[src/core/rtcte_pkg.sv]
// Constants, register map and carrier types for the counter task/event front end.
// Assumes a single 100 MHz clock and a slow clock input sampled on it.
package rtcte_pkg;

  // Register offsets
  localparam logic [11:0] OFS_RUN       = 12'h000;
  localparam logic [11:0] OFS_HALT      = 12'h004;
  localparam logic [11:0] OFS_ZERO      = 12'h008;
  localparam logic [11:0] OFS_PRELOAD   = 12'h00C;
  localparam logic [3:0][11:0] OFS_HOOK = {12'h08C, 12'h088, 12'h084, 12'h080};
  localparam logic [11:0] OFS_INC_FLAG  = 12'h100;
  localparam logic [11:0] OFS_WRAP_FLAG = 12'h104;
  localparam logic [11:0] OFS_COUNT     = 12'h504;
  localparam logic [11:0] OFS_PRESCALE  = 12'h508;

  // Field positions and widths
  localparam int TASK_BIT    = 0;
  localparam int FLAG_BIT    = 0;
  localparam int CNT_W       = 24;
  localparam int PRE_W       = 12;
  localparam int CH_N        = 16;
  localparam int CH_IDX_W    = 4;
  localparam int TASK_N      = 4;

  // Task slots
  localparam int T_RUN     = 0;
  localparam int T_HALT    = 1;
  localparam int T_ZERO    = 2;
  localparam int T_PRELOAD = 3;

  // Values
  localparam logic [CNT_W-1:0] PRELOAD_VALUE = 24'hFFFFF0;
  localparam logic [CNT_W-1:0] COUNT_MAX     = 24'hFFFFFF;
  localparam logic [CNT_W-1:0] COUNT_RESET   = 24'h000000;
  localparam logic [PRE_W-1:0] PRESCALE_RESET = 12'h000;
  localparam logic [31:0]      WORD_ZERO     = 32'h00000000;
  localparam int               SLOW_CLOCK_HZ = 32768;

  // Timing
  localparam real CLK_PERIOD_NS   = 10.0;
  localparam real TASK_DLY_MIN_US = 15.2585;
  localparam real TASK_DLY_MAX_US = 45.7755;
  localparam int  TASK_DLY_MIN_CYC = int'($ceil(TASK_DLY_MIN_US * 1000.0 / CLK_PERIOD_NS));
  localparam int  TASK_DLY_MAX_CYC = int'($floor(TASK_DLY_MAX_US * 1000.0 / CLK_PERIOD_NS));

  // Subscription register layout
  typedef struct packed {
    logic                en;
    logic [26:0]         unused;
    logic [CH_IDX_W-1:0] channel_index;
  } rtcte_hook_t;

  localparam rtcte_hook_t HOOK_RESET = '0;

  // Register port request
  typedef struct packed {
    logic        sel;
    logic        write;
    logic [11:0] addr;
    logic [31:0] wdata;
  } rtcte_req_t;

  // Task pulses towards the counter core
  typedef struct packed {
    logic preload;
    logic zero;
    logic halt;
    logic run;
  } rtcte_tasks_t;

endpackage : rtcte_pkg

[src/core/rtcte_hook.sv]
// One task subscription: config register plus channel select.
// Assumes channel events are one-cycle pulses synchronous to clk.
`timescale 1ns/1ps
module rtcte_hook
  import rtcte_pkg::*;
(
  input  wire logic            clk,
  input  wire logic            reset,
  input  wire logic            wr_hit,
  input  wire logic [31:0]     wdata,
  input  wire logic [CH_N-1:0] channels,
  output rtcte_hook_t          cfg,
  output logic                 fire
);

  logic selected;

  assign selected = channels[cfg.channel_index];

  always_ff @(posedge clk or posedge reset) begin
    if (reset) begin
      cfg <= HOOK_RESET;
    end else if (wr_hit) begin
      cfg <= rtcte_hook_t'(wdata);
    end
  end

  always_ff @(posedge clk or posedge reset) begin
    if (reset) begin
      fire <= 1'b0;
    end else begin
      fire <= cfg.en & selected;
    end
  end

  hook_fires_a : assert property (@(posedge clk) disable iff (reset)
    (cfg.en && selected) |=> fire)
    else $error("enabled subscription did not fire");

  hook_quiet_a : assert property (@(posedge clk) disable iff (reset)
    !cfg.en |=> !fire)
    else $error("disabled subscription fired");

endmodule : rtcte_hook

[src/core/rtcte_core.sv]
// Task, subscription and event-flag front end with its 24-bit counter.
// Assumes the register port and slow_clock are synchronous to clk.
//
// Functional notes
// - Writing one to run_trigger starts the counter incrementing.
// - Writing one to halt_trigger stops incrementing and keeps the count.
// - Writing one to zero_trigger sets the counter to zero.
// - Writing one to preload_wrap_trigger loads 0xFFFFF0 into the counter.
// - run_channel_hook holds channel index and enable; enabled channel event starts.
// - halt_channel_hook, same layout, lets a channel event halt the counter.
// - zero_channel_hook lets a channel event zero the counter.
// - preload_channel_hook lets a channel event preload the counter.
// - Every counter increment sets increment_flag.
// - Counter overflow sets wrap_flag bit 0; reset value zero.
// - Counter rate is 32768/(prescaler+1); prescaler written only while stopped.
// - Halt, zero, preload act after one slow clock fall then rise.
`timescale 1ns/1ps
module rtcte_core
  import rtcte_pkg::*;
#(
  parameter int TASK_DELAY_MAX_CYC = TASK_DLY_MAX_CYC
)
(
  input  wire logic            clk,
  input  wire logic            reset,
  input  rtcte_req_t           req,
  input  wire logic [CH_N-1:0] channels,
  input  wire logic            slow_clock,
  output logic [31:0]          rdata,
  output logic                 rvalid,
  output rtcte_tasks_t         task_pulse,
  output logic                 increment_pulse,
  output logic                 wrap_pulse,
  output logic [CNT_W-1:0]     count,
  output logic                 running
);

  // Decode
  logic              wr;
  logic              rd;
  logic [TASK_N-1:0] sw_task;
  logic [TASK_N-1:0] hook_hit;
  logic [TASK_N-1:0] hook_fire;
  logic [TASK_N-1:0] req_task;
  logic              wr_inc_flag;
  logic              wr_wrap_flag;
  logic              wr_prescale;
  rtcte_hook_t       hook_cfg [TASK_N];

  assign wr = req.sel & req.write;
  assign rd = req.sel & ~req.write;

  assign sw_task[T_RUN]     = wr & (req.addr == OFS_RUN)     & req.wdata[TASK_BIT];
  assign sw_task[T_HALT]    = wr & (req.addr == OFS_HALT)    & req.wdata[TASK_BIT];
  assign sw_task[T_ZERO]    = wr & (req.addr == OFS_ZERO)    & req.wdata[TASK_BIT];
  assign sw_task[T_PRELOAD] = wr & (req.addr == OFS_PRELOAD) & req.wdata[TASK_BIT];

  assign req_task     = sw_task | hook_fire;
  assign wr_inc_flag  = wr & (req.addr == OFS_INC_FLAG);
  assign wr_wrap_flag = wr & (req.addr == OFS_WRAP_FLAG);

  assign wr_prescale  = wr & (req.addr == OFS_PRESCALE) & ~running;

  genvar gi;
  generate
    for (gi = 0; gi < TASK_N; gi++) begin : g_hook
      assign hook_hit[gi] = wr & (req.addr == OFS_HOOK[gi]);
      rtcte_hook u_hook (
        .clk      (clk),
        .reset    (reset),
        .wr_hit   (hook_hit[gi]),
        .wdata    (req.wdata),
        .channels (channels),
        .cfg      (hook_cfg[gi]),
        .fire     (hook_fire[gi])
      );
    end
  endgenerate

  // Slow clock edges
  logic slow_d;
  logic slow_rise;
  logic slow_fall;

  assign slow_rise = slow_clock & ~slow_d;
  assign slow_fall = ~slow_clock & slow_d;

  always_ff @(posedge clk or posedge reset) begin
    if (reset) begin
      slow_d <= 1'b0;
    end else begin
      slow_d <= slow_clock;
    end
  end

  // Delayed tasks: halt, zero, preload (bits 0..2)
  logic [2:0] pend;
  logic [2:0] fell;
  logic [2:0] apply;
  logic [2:0] req_dly;
  logic [2:0] next_pend;
  logic [2:0] next_fell;

  assign req_dly = req_task[T_PRELOAD:T_HALT];

  assign apply     = fell & {3{slow_rise}};
  assign next_pend = (pend & ~apply) | req_dly;
  assign next_fell = (fell | (pend & {3{slow_fall}})) & ~apply;

  always_ff @(posedge clk or posedge reset) begin
    if (reset) begin
      pend <= 3'h0;
      fell <= 3'h0;
    end else begin
      pend <= next_pend;
      fell <= next_fell;
    end
  end

  logic apply_halt;
  logic apply_zero;
  logic apply_preload;

  assign apply_halt    = apply[T_HALT - 1];
  assign apply_zero    = apply[T_ZERO - 1];
  assign apply_preload = apply[T_PRELOAD - 1];

  // Counter datapath
  logic [PRE_W-1:0] prescale;
  logic [PRE_W-1:0] pre_cnt;
  logic             advance;
  logic             tick;
  logic             wrap;

  assign advance = slow_rise & running & ~apply_halt & ~apply_zero & ~apply_preload;
  assign tick    = advance & (pre_cnt == prescale);

  assign wrap    = tick & (count == COUNT_MAX);

  always_ff @(posedge clk or posedge reset) begin
    if (reset) begin
      prescale <= PRESCALE_RESET;
    end else if (wr_prescale) begin
      prescale <= req.wdata[PRE_W-1:0];
    end
  end

  always_ff @(posedge clk or posedge reset) begin
    if (reset) begin
      running <= 1'b0;
    end else if (req_task[T_RUN]) begin
      running <= 1'b1;
    end else if (apply_halt) begin
      running <= 1'b0;
    end
  end

  always_ff @(posedge clk or posedge reset) begin
    if (reset) begin
      count   <= COUNT_RESET;
      pre_cnt <= PRESCALE_RESET;
    end else if (apply_zero) begin
      count   <= COUNT_RESET;
      pre_cnt <= PRESCALE_RESET;
    end else if (apply_preload) begin
      count   <= PRELOAD_VALUE;
      pre_cnt <= PRESCALE_RESET;
    end else if (tick) begin
      count   <= count + 24'h000001;
      pre_cnt <= PRESCALE_RESET;
    end else if (advance) begin
      pre_cnt <= pre_cnt + 12'h001;
    end
  end

  // Event flags, set wins over clear
  logic inc_flag;
  logic wrap_flag;

  always_ff @(posedge clk or posedge reset) begin
    if (reset) begin
      inc_flag <= 1'b0;
    end else if (tick) begin
      inc_flag <= 1'b1;
    end else if (wr_inc_flag) begin
      inc_flag <= req.wdata[FLAG_BIT];
    end
  end

  always_ff @(posedge clk or posedge reset) begin
    if (reset) begin
      wrap_flag <= 1'b0;
    end else if (wrap) begin
      wrap_flag <= 1'b1;
    end else if (wr_wrap_flag) begin
      wrap_flag <= req.wdata[FLAG_BIT];
    end
  end

  // Pulses towards the counter core
  always_ff @(posedge clk or posedge reset) begin
    if (reset) begin
      task_pulse      <= '0;
      increment_pulse <= 1'b0;
      wrap_pulse      <= 1'b0;
    end else begin
      task_pulse.run     <= req_task[T_RUN];
      task_pulse.halt    <= apply_halt;
      task_pulse.zero    <= apply_zero;
      task_pulse.preload <= apply_preload;
      increment_pulse    <= tick;
      wrap_pulse         <= wrap;
    end
  end

  // Read path; task registers and unmapped offsets read zero
  logic [31:0] rd_word;
  logic [31:0] hook_word;
  logic        hook_sel;

  always_comb begin
    hook_word = WORD_ZERO;
    hook_sel  = 1'b0;
    for (int i = 0; i < TASK_N; i++) begin
      if (req.addr == OFS_HOOK[i]) begin
        hook_word = 32'(hook_cfg[i]);
        hook_sel  = 1'b1;
      end
    end
  end

  assign rd_word = hook_sel                    ? hook_word :
                   (req.addr == OFS_INC_FLAG)  ? {31'h00000000, inc_flag} :
                   (req.addr == OFS_WRAP_FLAG) ? {31'h00000000, wrap_flag} :
                   (req.addr == OFS_COUNT)     ? {8'h00, count} :
                   (req.addr == OFS_PRESCALE)  ? {20'h00000, prescale} :
                   WORD_ZERO;

  always_ff @(posedge clk or posedge reset) begin
    if (reset) begin
      rdata  <= WORD_ZERO;
      rvalid <= 1'b0;
    end else begin
      rdata  <= rd ? rd_word : WORD_ZERO;
      rvalid <= rd;
    end
  end

  // Halt wait watchdog for checking
  logic [12:0] halt_wait;

  always_ff @(posedge clk or posedge reset) begin
    if (reset) begin
      halt_wait <= 13'h0000;
    end else if (!pend[T_HALT - 1]) begin
      halt_wait <= 13'h0000;
    end else if (halt_wait != 13'h1FFF) begin
      halt_wait <= halt_wait + 13'h0001;
    end
  end

  run_starts_a : assert property (@(posedge clk) disable iff (reset)
    req_task[T_RUN] |=> running ##1 (running || $past(apply_halt)))
    else $error("run task did not start counter");

  halt_keeps_a : assert property (@(posedge clk) disable iff (reset)
    (apply_halt && !req_task[T_RUN] && !apply_zero && !apply_preload)
      |=> !running && $stable(count))
    else $error("halt did not stop or changed count");

  zero_clears_a : assert property (@(posedge clk) disable iff (reset)
    apply_zero |=> (count == COUNT_RESET) && (pre_cnt == PRESCALE_RESET))
    else $error("zero task did not clear counter");

  preload_load_a : assert property (@(posedge clk) disable iff (reset)
    (apply_preload && !apply_zero) |=> (count == PRELOAD_VALUE))
    else $error("preload task wrong value");

  tick_flag_a : assert property (@(posedge clk) disable iff (reset)
    tick |=> inc_flag && increment_pulse && (count == $past(count) + 24'h000001))
    else $error("increment did not set flag");

  wrap_flag_a : assert property (@(posedge clk) disable iff (reset)
    (tick && count == COUNT_MAX) |=> wrap_flag && wrap_pulse && (count == COUNT_RESET))
    else $error("overflow did not wrap and set flag");

  prescale_step_a : assert property (@(posedge clk) disable iff (reset)
    (advance && pre_cnt != prescale) |=> $stable(count) && (pre_cnt == $past(pre_cnt) + 12'h001))
    else $error("prescaler advanced counter early");

  task_delay_a : assert property (@(posedge clk) disable iff (reset)
    ($rose(pend[T_HALT - 1]) && !slow_rise) |=> !apply_halt)
    else $error("halt acted without slow clock fall and rise");

  halt_bound_a : assert property (@(posedge clk) disable iff (reset)
    32'(halt_wait) <= TASK_DELAY_MAX_CYC)
    else $error("halt pending too long");

  flag_hold_a : assert property (@(posedge clk) disable iff (reset)
    (inc_flag && !(wr_inc_flag && !req.wdata[FLAG_BIT])) |=> inc_flag)
    else $error("increment flag dropped without clear");

endmodule : rtcte_core

[config.mk]
export PLATFORM = sky130hd
export DESIGN_NAME = rtcte_core
export DESIGN_NICKNAME = d
export VERILOG_FILES = /design/src/core/rtcte_pkg.sv /design/src/core/rtcte_hook.sv /design/src/core/rtcte_core.sv
export SDC_FILE = /design/constraint.sdc
export NUM_CORES = 1
export LEC_CHECK = 0
export ABC_AREA = 0
export BUFFER_PORTS_ARGS = -buffer_cell sky130_fd_sc_hd__buf_2
export CAP_MARGIN = 25
export CORE_MARGIN = 10
export CORE_UTILIZATION = 65
export CTS_BUF_LIST = sky130_fd_sc_hd__clkbuf_4
export DETAILED_ROUTE_END_ITERATION = 6
export PLACE_DENSITY = 0.87
export SETUP_SLACK_MARGIN = 0.15
export SYNTH_ARGS = -nofsm -noshare
export SYNTH_HDL_FRONTEND = slang
export SYNTH_HIERARCHICAL = 1
export SYNTH_SLANG_ARGS = --single-unit
[constraint.sdc]
create_clock -name clk -period 5.73 [get_ports clk]
set_input_delay 0.573 -clock clk [delete_from_list [all_inputs] [get_ports clk]]
set_output_delay 0.573 -clock clk [all_outputs]
set_load 0.01 [all_outputs]
Word level (Yosys, flattened, before mapping)
Cells that the tools add are included.
{"block": "totals", "register_bits": 229, "in_bits": 65, "out_inout_bits": 64, "wordCells": 138}
{"block": "op_classes", "add_sub_neg": 2, "magnitude_cmp": 4, "eq_ne": 13, "n_mux": 35, "bitwise": 45, "reduce_logical": 6}
{"operator": "two-way mux 32 bit", "n": 6}
{"operator": "two-way mux 24 bit", "n": 6}
{"operator": "two-way mux 12 bit", "n": 5}
{"operator": "== test 12 x 8 -> 1 bit (second input constant)", "n": 4}
{"operator": "AND 1 bit", "n": 30}
{"operator": "adder 24 x 1 -> 24 bit (second input constant)", "n": 1}
{"operator": "== test 12 x 11 -> 1 bit (second input constant)", "n": 2}
{"operator": "== test 12 x 4 -> 1 bit (second input constant)", "n": 2}
{"operator": "== test 12 x 9 -> 1 bit (second input constant)", "n": 2}
{"operator": "== test 24 bit (second input constant)", "n": 1}
{"operator": "less-than comparator 4 x 5 -> 1 bit (second input constant)", "n": 4}
{"operator": "binary-select mux 1 bit (select 4 bit)", "n": 4}
{"operator": "two-way mux 1 bit", "n": 14}
{"operator": "adder 12 x 1 -> 12 bit (second input constant)", "n": 1}
{"operator": "AND 3 bit", "n": 4}
{"operator": "== test 12 bit", "n": 1}
{"operator": "== test 12 x 3 -> 1 bit (second input constant)", "n": 1}
{"operator": "zero test 12 bit", "n": 1}
{"operator": "inverter 1 bit", "n": 7}
{"operator": "OR 3 bit", "n": 2}
{"operator": "nonzero test 2 bit", "n": 3}
{"operator": "OR 4 bit", "n": 1}
{"operator": "nonzero test 4 bit", "n": 1}
{"operator": "inverter 3 bit", "n": 1}
{"operator": "nonzero test 3 bit", "n": 1}

Logic depth before layout (Yosys ltp)
{"block": "depth", "word_depth": 11, "ltp_mapped": 9, "ltp_nobuf": 6}

Hierarchy
The synthesis kept the hierarchy.
{"mod": "rtcte_core", "instances": 1, "cells_each": 630, "area_per_inst_um2": 5677.9, "seq_area_each_um2": 2427.3}
{"mod": "rtcte_hook", "instances": 4, "cells_each": 87, "area_per_inst_um2": 1365.1, "seq_area_each_um2": 825.8}

Worst setup path before layout
No wires, ideal clock.
{"block": "synth_path", "path_kind": "input-to-reg", "from": "input port req[41] (netlist name)", "to": "register g_hook[3].u_hook/cfg[0] (netlist name)", "setup_ps": 125, "arrival_ps": 2760, "t_required_ps": 5605, "path_slack_ps": 2846, "stages": 9, "path_buffers": 4, "path_cell_list": "or4_4 buf_6 nor3_1 nand2_1 clkbuf_1 nor2_1 clkbuf_1 buf_2 mux2_2"}
{"block": "synth_via", "elab_chain_len": 2}
{"item": "start: declaration", "line": "rtcte_core.sv:26", "source": "input rtcte_req_t req,"}
{"item": "== test 12 x 8 -> 1 bit", "line": "rtcte_core.sv:67", "source": "assign hook_hit[gi] = wr & (req.addr == OFS_HOOK[gi]);"}
{"item": "AND 1 bit", "line": "rtcte_core.sv:67"}
{"item": "via hook_hit[3]", "line": "rtcte_core.sv:42", "source": "logic [TASK_N-1:0] hook_hit;"}
{"item": "end signal: assignment", "line": "rtcte_hook.sv:24", "source": "cfg <= rtcte_hook_t'(wdata);"}
{"item": "end: declaration", "line": "rtcte_hook.sv:12", "source": "output rtcte_hook_t cfg,"}
The timed path passes the listed nets, and every way through them passes these cells.
A chain may end at the register's enable or synchronous reset.

Worst setup path after layout
{"block": "layout_path", "from": "input port req[41] (netlist name)", "to": "register g_hook[3].u_hook/cfg[25] (netlist name)"}
Same word-level chain as after synthesis.

==> results.toml <==
[run_status]
status = "complete, no violations"

[worst_setup_path]
critical-path-max-stage-delay_ns = 0.84
slowest_stage = "nor2_2"
path_cells = "buf_2, or4_4, nor3_1, nand2_1, nor2_2, buf_4, mux2_2"
crit_path_end_kind = "flip-flop"
critPathTopFamily = "simple AND/OR/NAND/NOR gates"
crit_type = "in -> reg"
worstPathArrival_ns = 3.88
critPathMaxFanout = 18
required_ns = 6.27
path_buf_inv = 2
critPathLaunchType = "input pin"

[placement]
gp_congestion = 0.958
dp_hpwl_um = 21700
placed_cell_area_mm2 = 0.0119
io_buffer_count = 128

[timing]
hold_viol_final = 0
period_share_pct = 58.3
fin_skew_ns = 0.0477
period_needed_ns = 3.34
max_freq_ghz = 0.300
totalNegativeSetupSlack_ns = 0
slew_headroom_pct = 25.8
drv_slew = 0
finalSetupViolations = 0
tightest_slew_ns = 1.10
grt_setup_unrepaired = "no"

[clock_network]
clkTransAtPathRegs_ns = 0.06
clock_sinks = 229
cts_resized = 0
cts_buffers = 54
post_cts_buffers = 0
clk_path_buf_depth = 3
cts_hold_buf = 1
clkLatencyLatePin_ns = 0.69
cts_tree = "built"
cts-root-buf = "clkbuf_4"
htree_levels = 2

[synthesis]
synth_fp_nets = 1045
seq_area_frac_synth_pct = 51.4
ys_warn_count = 6
syn_inst = 978
synth_top_cell_by_area = "dfrtp_1"
synth_edf_count = 0
postSynthAreaPerCell_um2 = 11.4
ys_ff_latch = 229
synth_cell_types = 62
synthTopCellsByArea = "dfrtp_1 51%, mux2_2 13%, nand2_1 2.5%, a21oi_1 2.5%, a22oi_1 2.5%"
synthFlopType = "dfrtp_1"
yosysMostFrequentCell = "dfrtp_1"
async_reset_ff_share_pct = 100
synthTopCellsByCount = "229 x dfrtp_1, 131 x mux2_2, 75 x nand2_1"
synth.top_cell.area_share_pct = 51.4
synth_area_mm2 = 0.0111

[grt]
grt_max_degree = 59
grt_pass1_wl_um = 50200
grt_pass1_vias = 9263
gr-total-overflow = 0
grt_usage_pct = 27.8
antenna_found_initial = 7

[floorplanning]
die-width_um = 151
die_y_um = 151
core-area_mm2 = 0.0167
initial_core_util_pct = 66.7
pin_count = 129
dieArea_mm2 = 0.0228
num_rows = 47

[finish]
drive_gt1_share_pct = 33.4
final_area_mm2 = 0.0127
multi_input_area_mm2 = 0.00508
final-seq-area_mm2 = 0.00573
syn2layout_area_growth_pct = 13.9
fillers = 1064
nets = 1187
final_util_pct = 76.0

[job]
drv_cap = 0

[detailed_routing]
drc = 0
drt-total-wl_um = 31700
post_drt_wl_per_cell_um = 22.9
drt_iter0_drc = 975
drtPass1Iterations = 6
viasPerCell = 6.62
final_antenna_net_count = 0
vias = 9151

[power]
power_density_mw_per_mm2 = 287
p_leak_nw = 6.00
peakVddDrop_uv = 256

[hold_path]
min_path_type = "in -> reg"
## path summary, 6_finish.rpt
| kind | from | end | slack, ns | cells past startpoint |
|---|---|---|---|---|
| min in group asynchronous | reset | rdata[21]$_DFF_PP0_ | 0.51 | 3 |
| min | slow_clock | slow_d$_DFF_PP0_ | 0.14 | 1 |
| max in group asynchronous | reset | pre_cnt[7]$_DFFE_PP0P_ | 3.97 | 4 |
| max | req[41] | g_hook[3].u_hook/cfg[25]$_DFFE_PP0P_ | 2.39 | 7 |
| min reg2reg | g_hook[2].u_hook/fire$_DFF_PP0_ | pend[1]$_DFF_PP0_ | 0.47 | 2 |
| max reg2reg | slow_d$_DFF_PP0_ | count[5]$_DFFE_PP0P_ | 3.00 | 5 |
## state kept, by name, indices dropped and copies added, names as in the netlist, 3 cells and up
signal	cells
g_hook.u_hook/cfg	128
rdata	32
count	24
pre_cnt	12
prescale	12
g_hook.u_hook/fire	4
task_pulse	4
fell	3
pend	3
## placed cells by master, fill, tap and decap left out, types with 9 or more instances in the layout
cell type    n
dfrtp_1    229
mux2_2     131
buf_2      128
nand2_1     75
clkbuf_4    73
a21oi_1     56
a22oi_1     37
nor2_1      35
nand3_1     34
o21ai_0     31
o22ai_1     26
mux2i_1     21
inv_1       19
xnor2_1     19
clkinv_1    17
a31oi_1     15
buf_4       15
o211ai_1    14
a222oi_1    11
and4_1      11
nor3_1      10
nor2b_1     10
o2bb2ai_1   10
and3_1      10
mux2_1      10
nand4_1      9
## cells by family after synthesis
| logic type | count (synthesis) | share of synthesized area (%) |
|---|---|---|
| and+or+nand+nor | 237 | 11.1 |
| AOI/OAI and AO/OA | 235 | 14.2 |
| DFF | 229 | 51.4 |
| muxes | 170 | 17.8 |
| buffers and inverters | 82 | 3.38 |
| xor gates and xnor gates | 23 | 1.81 |
| adders and majority gates | 2 | 0.225 |
## worst register-to-register path: cells and delay by family (launching register included)
family	cells	cell delay [ns]
and+or+nand+nor	4	2.00
AOI/OAI and AO/OA	1	0.18
DFF	1	0.41
## through the flow
stage / cells / hold slack [ns] / setup slack (ns) / power (mW)
CTS: 1375 / 0.100 / 2.48 / 3.65
global placement: 1280 / 0.438 / 1.96 / 2.28
global route: 1382 / 0.107 / 2.32 / 3.80
detailed placement: 1281 / 0.455 / 1.83 / 2.29
finish: 1383 / 0.139 / 2.39 / 3.64
floorplan: 978 / 0.420 / 2.62 / 2.06
## layout make-up
type / instances / area share (%)
antenna: 6 / 0.118
clock buffer: 73 / 4.32
clock inverter: 20 / 1.25
inverter: 21 / 0.641
multi-input combinational: 667 / 40.0
sequential: 229 / 45.2
tap: 220 / 2.17
timing repair buffer: 147 / 6.31
## power breakdown
part	total [mW]	internal [mW]	switching (mW)
Combinational	0.421	0.163	0.258
Sequential	1.85	1.70	0.153
Clock	1.36	0.725	0.639
## metal layers
metal	track usage (%)	vias up	wire length (µm)
li1	-	3983	-
met1	36.8	4425	12200
met3	5.94	108	3440
met4	11.7	4	1000
met5	0	-	26
met2	43.7	631	15000
Note: power is estimated with default switching activity, not from simulation.
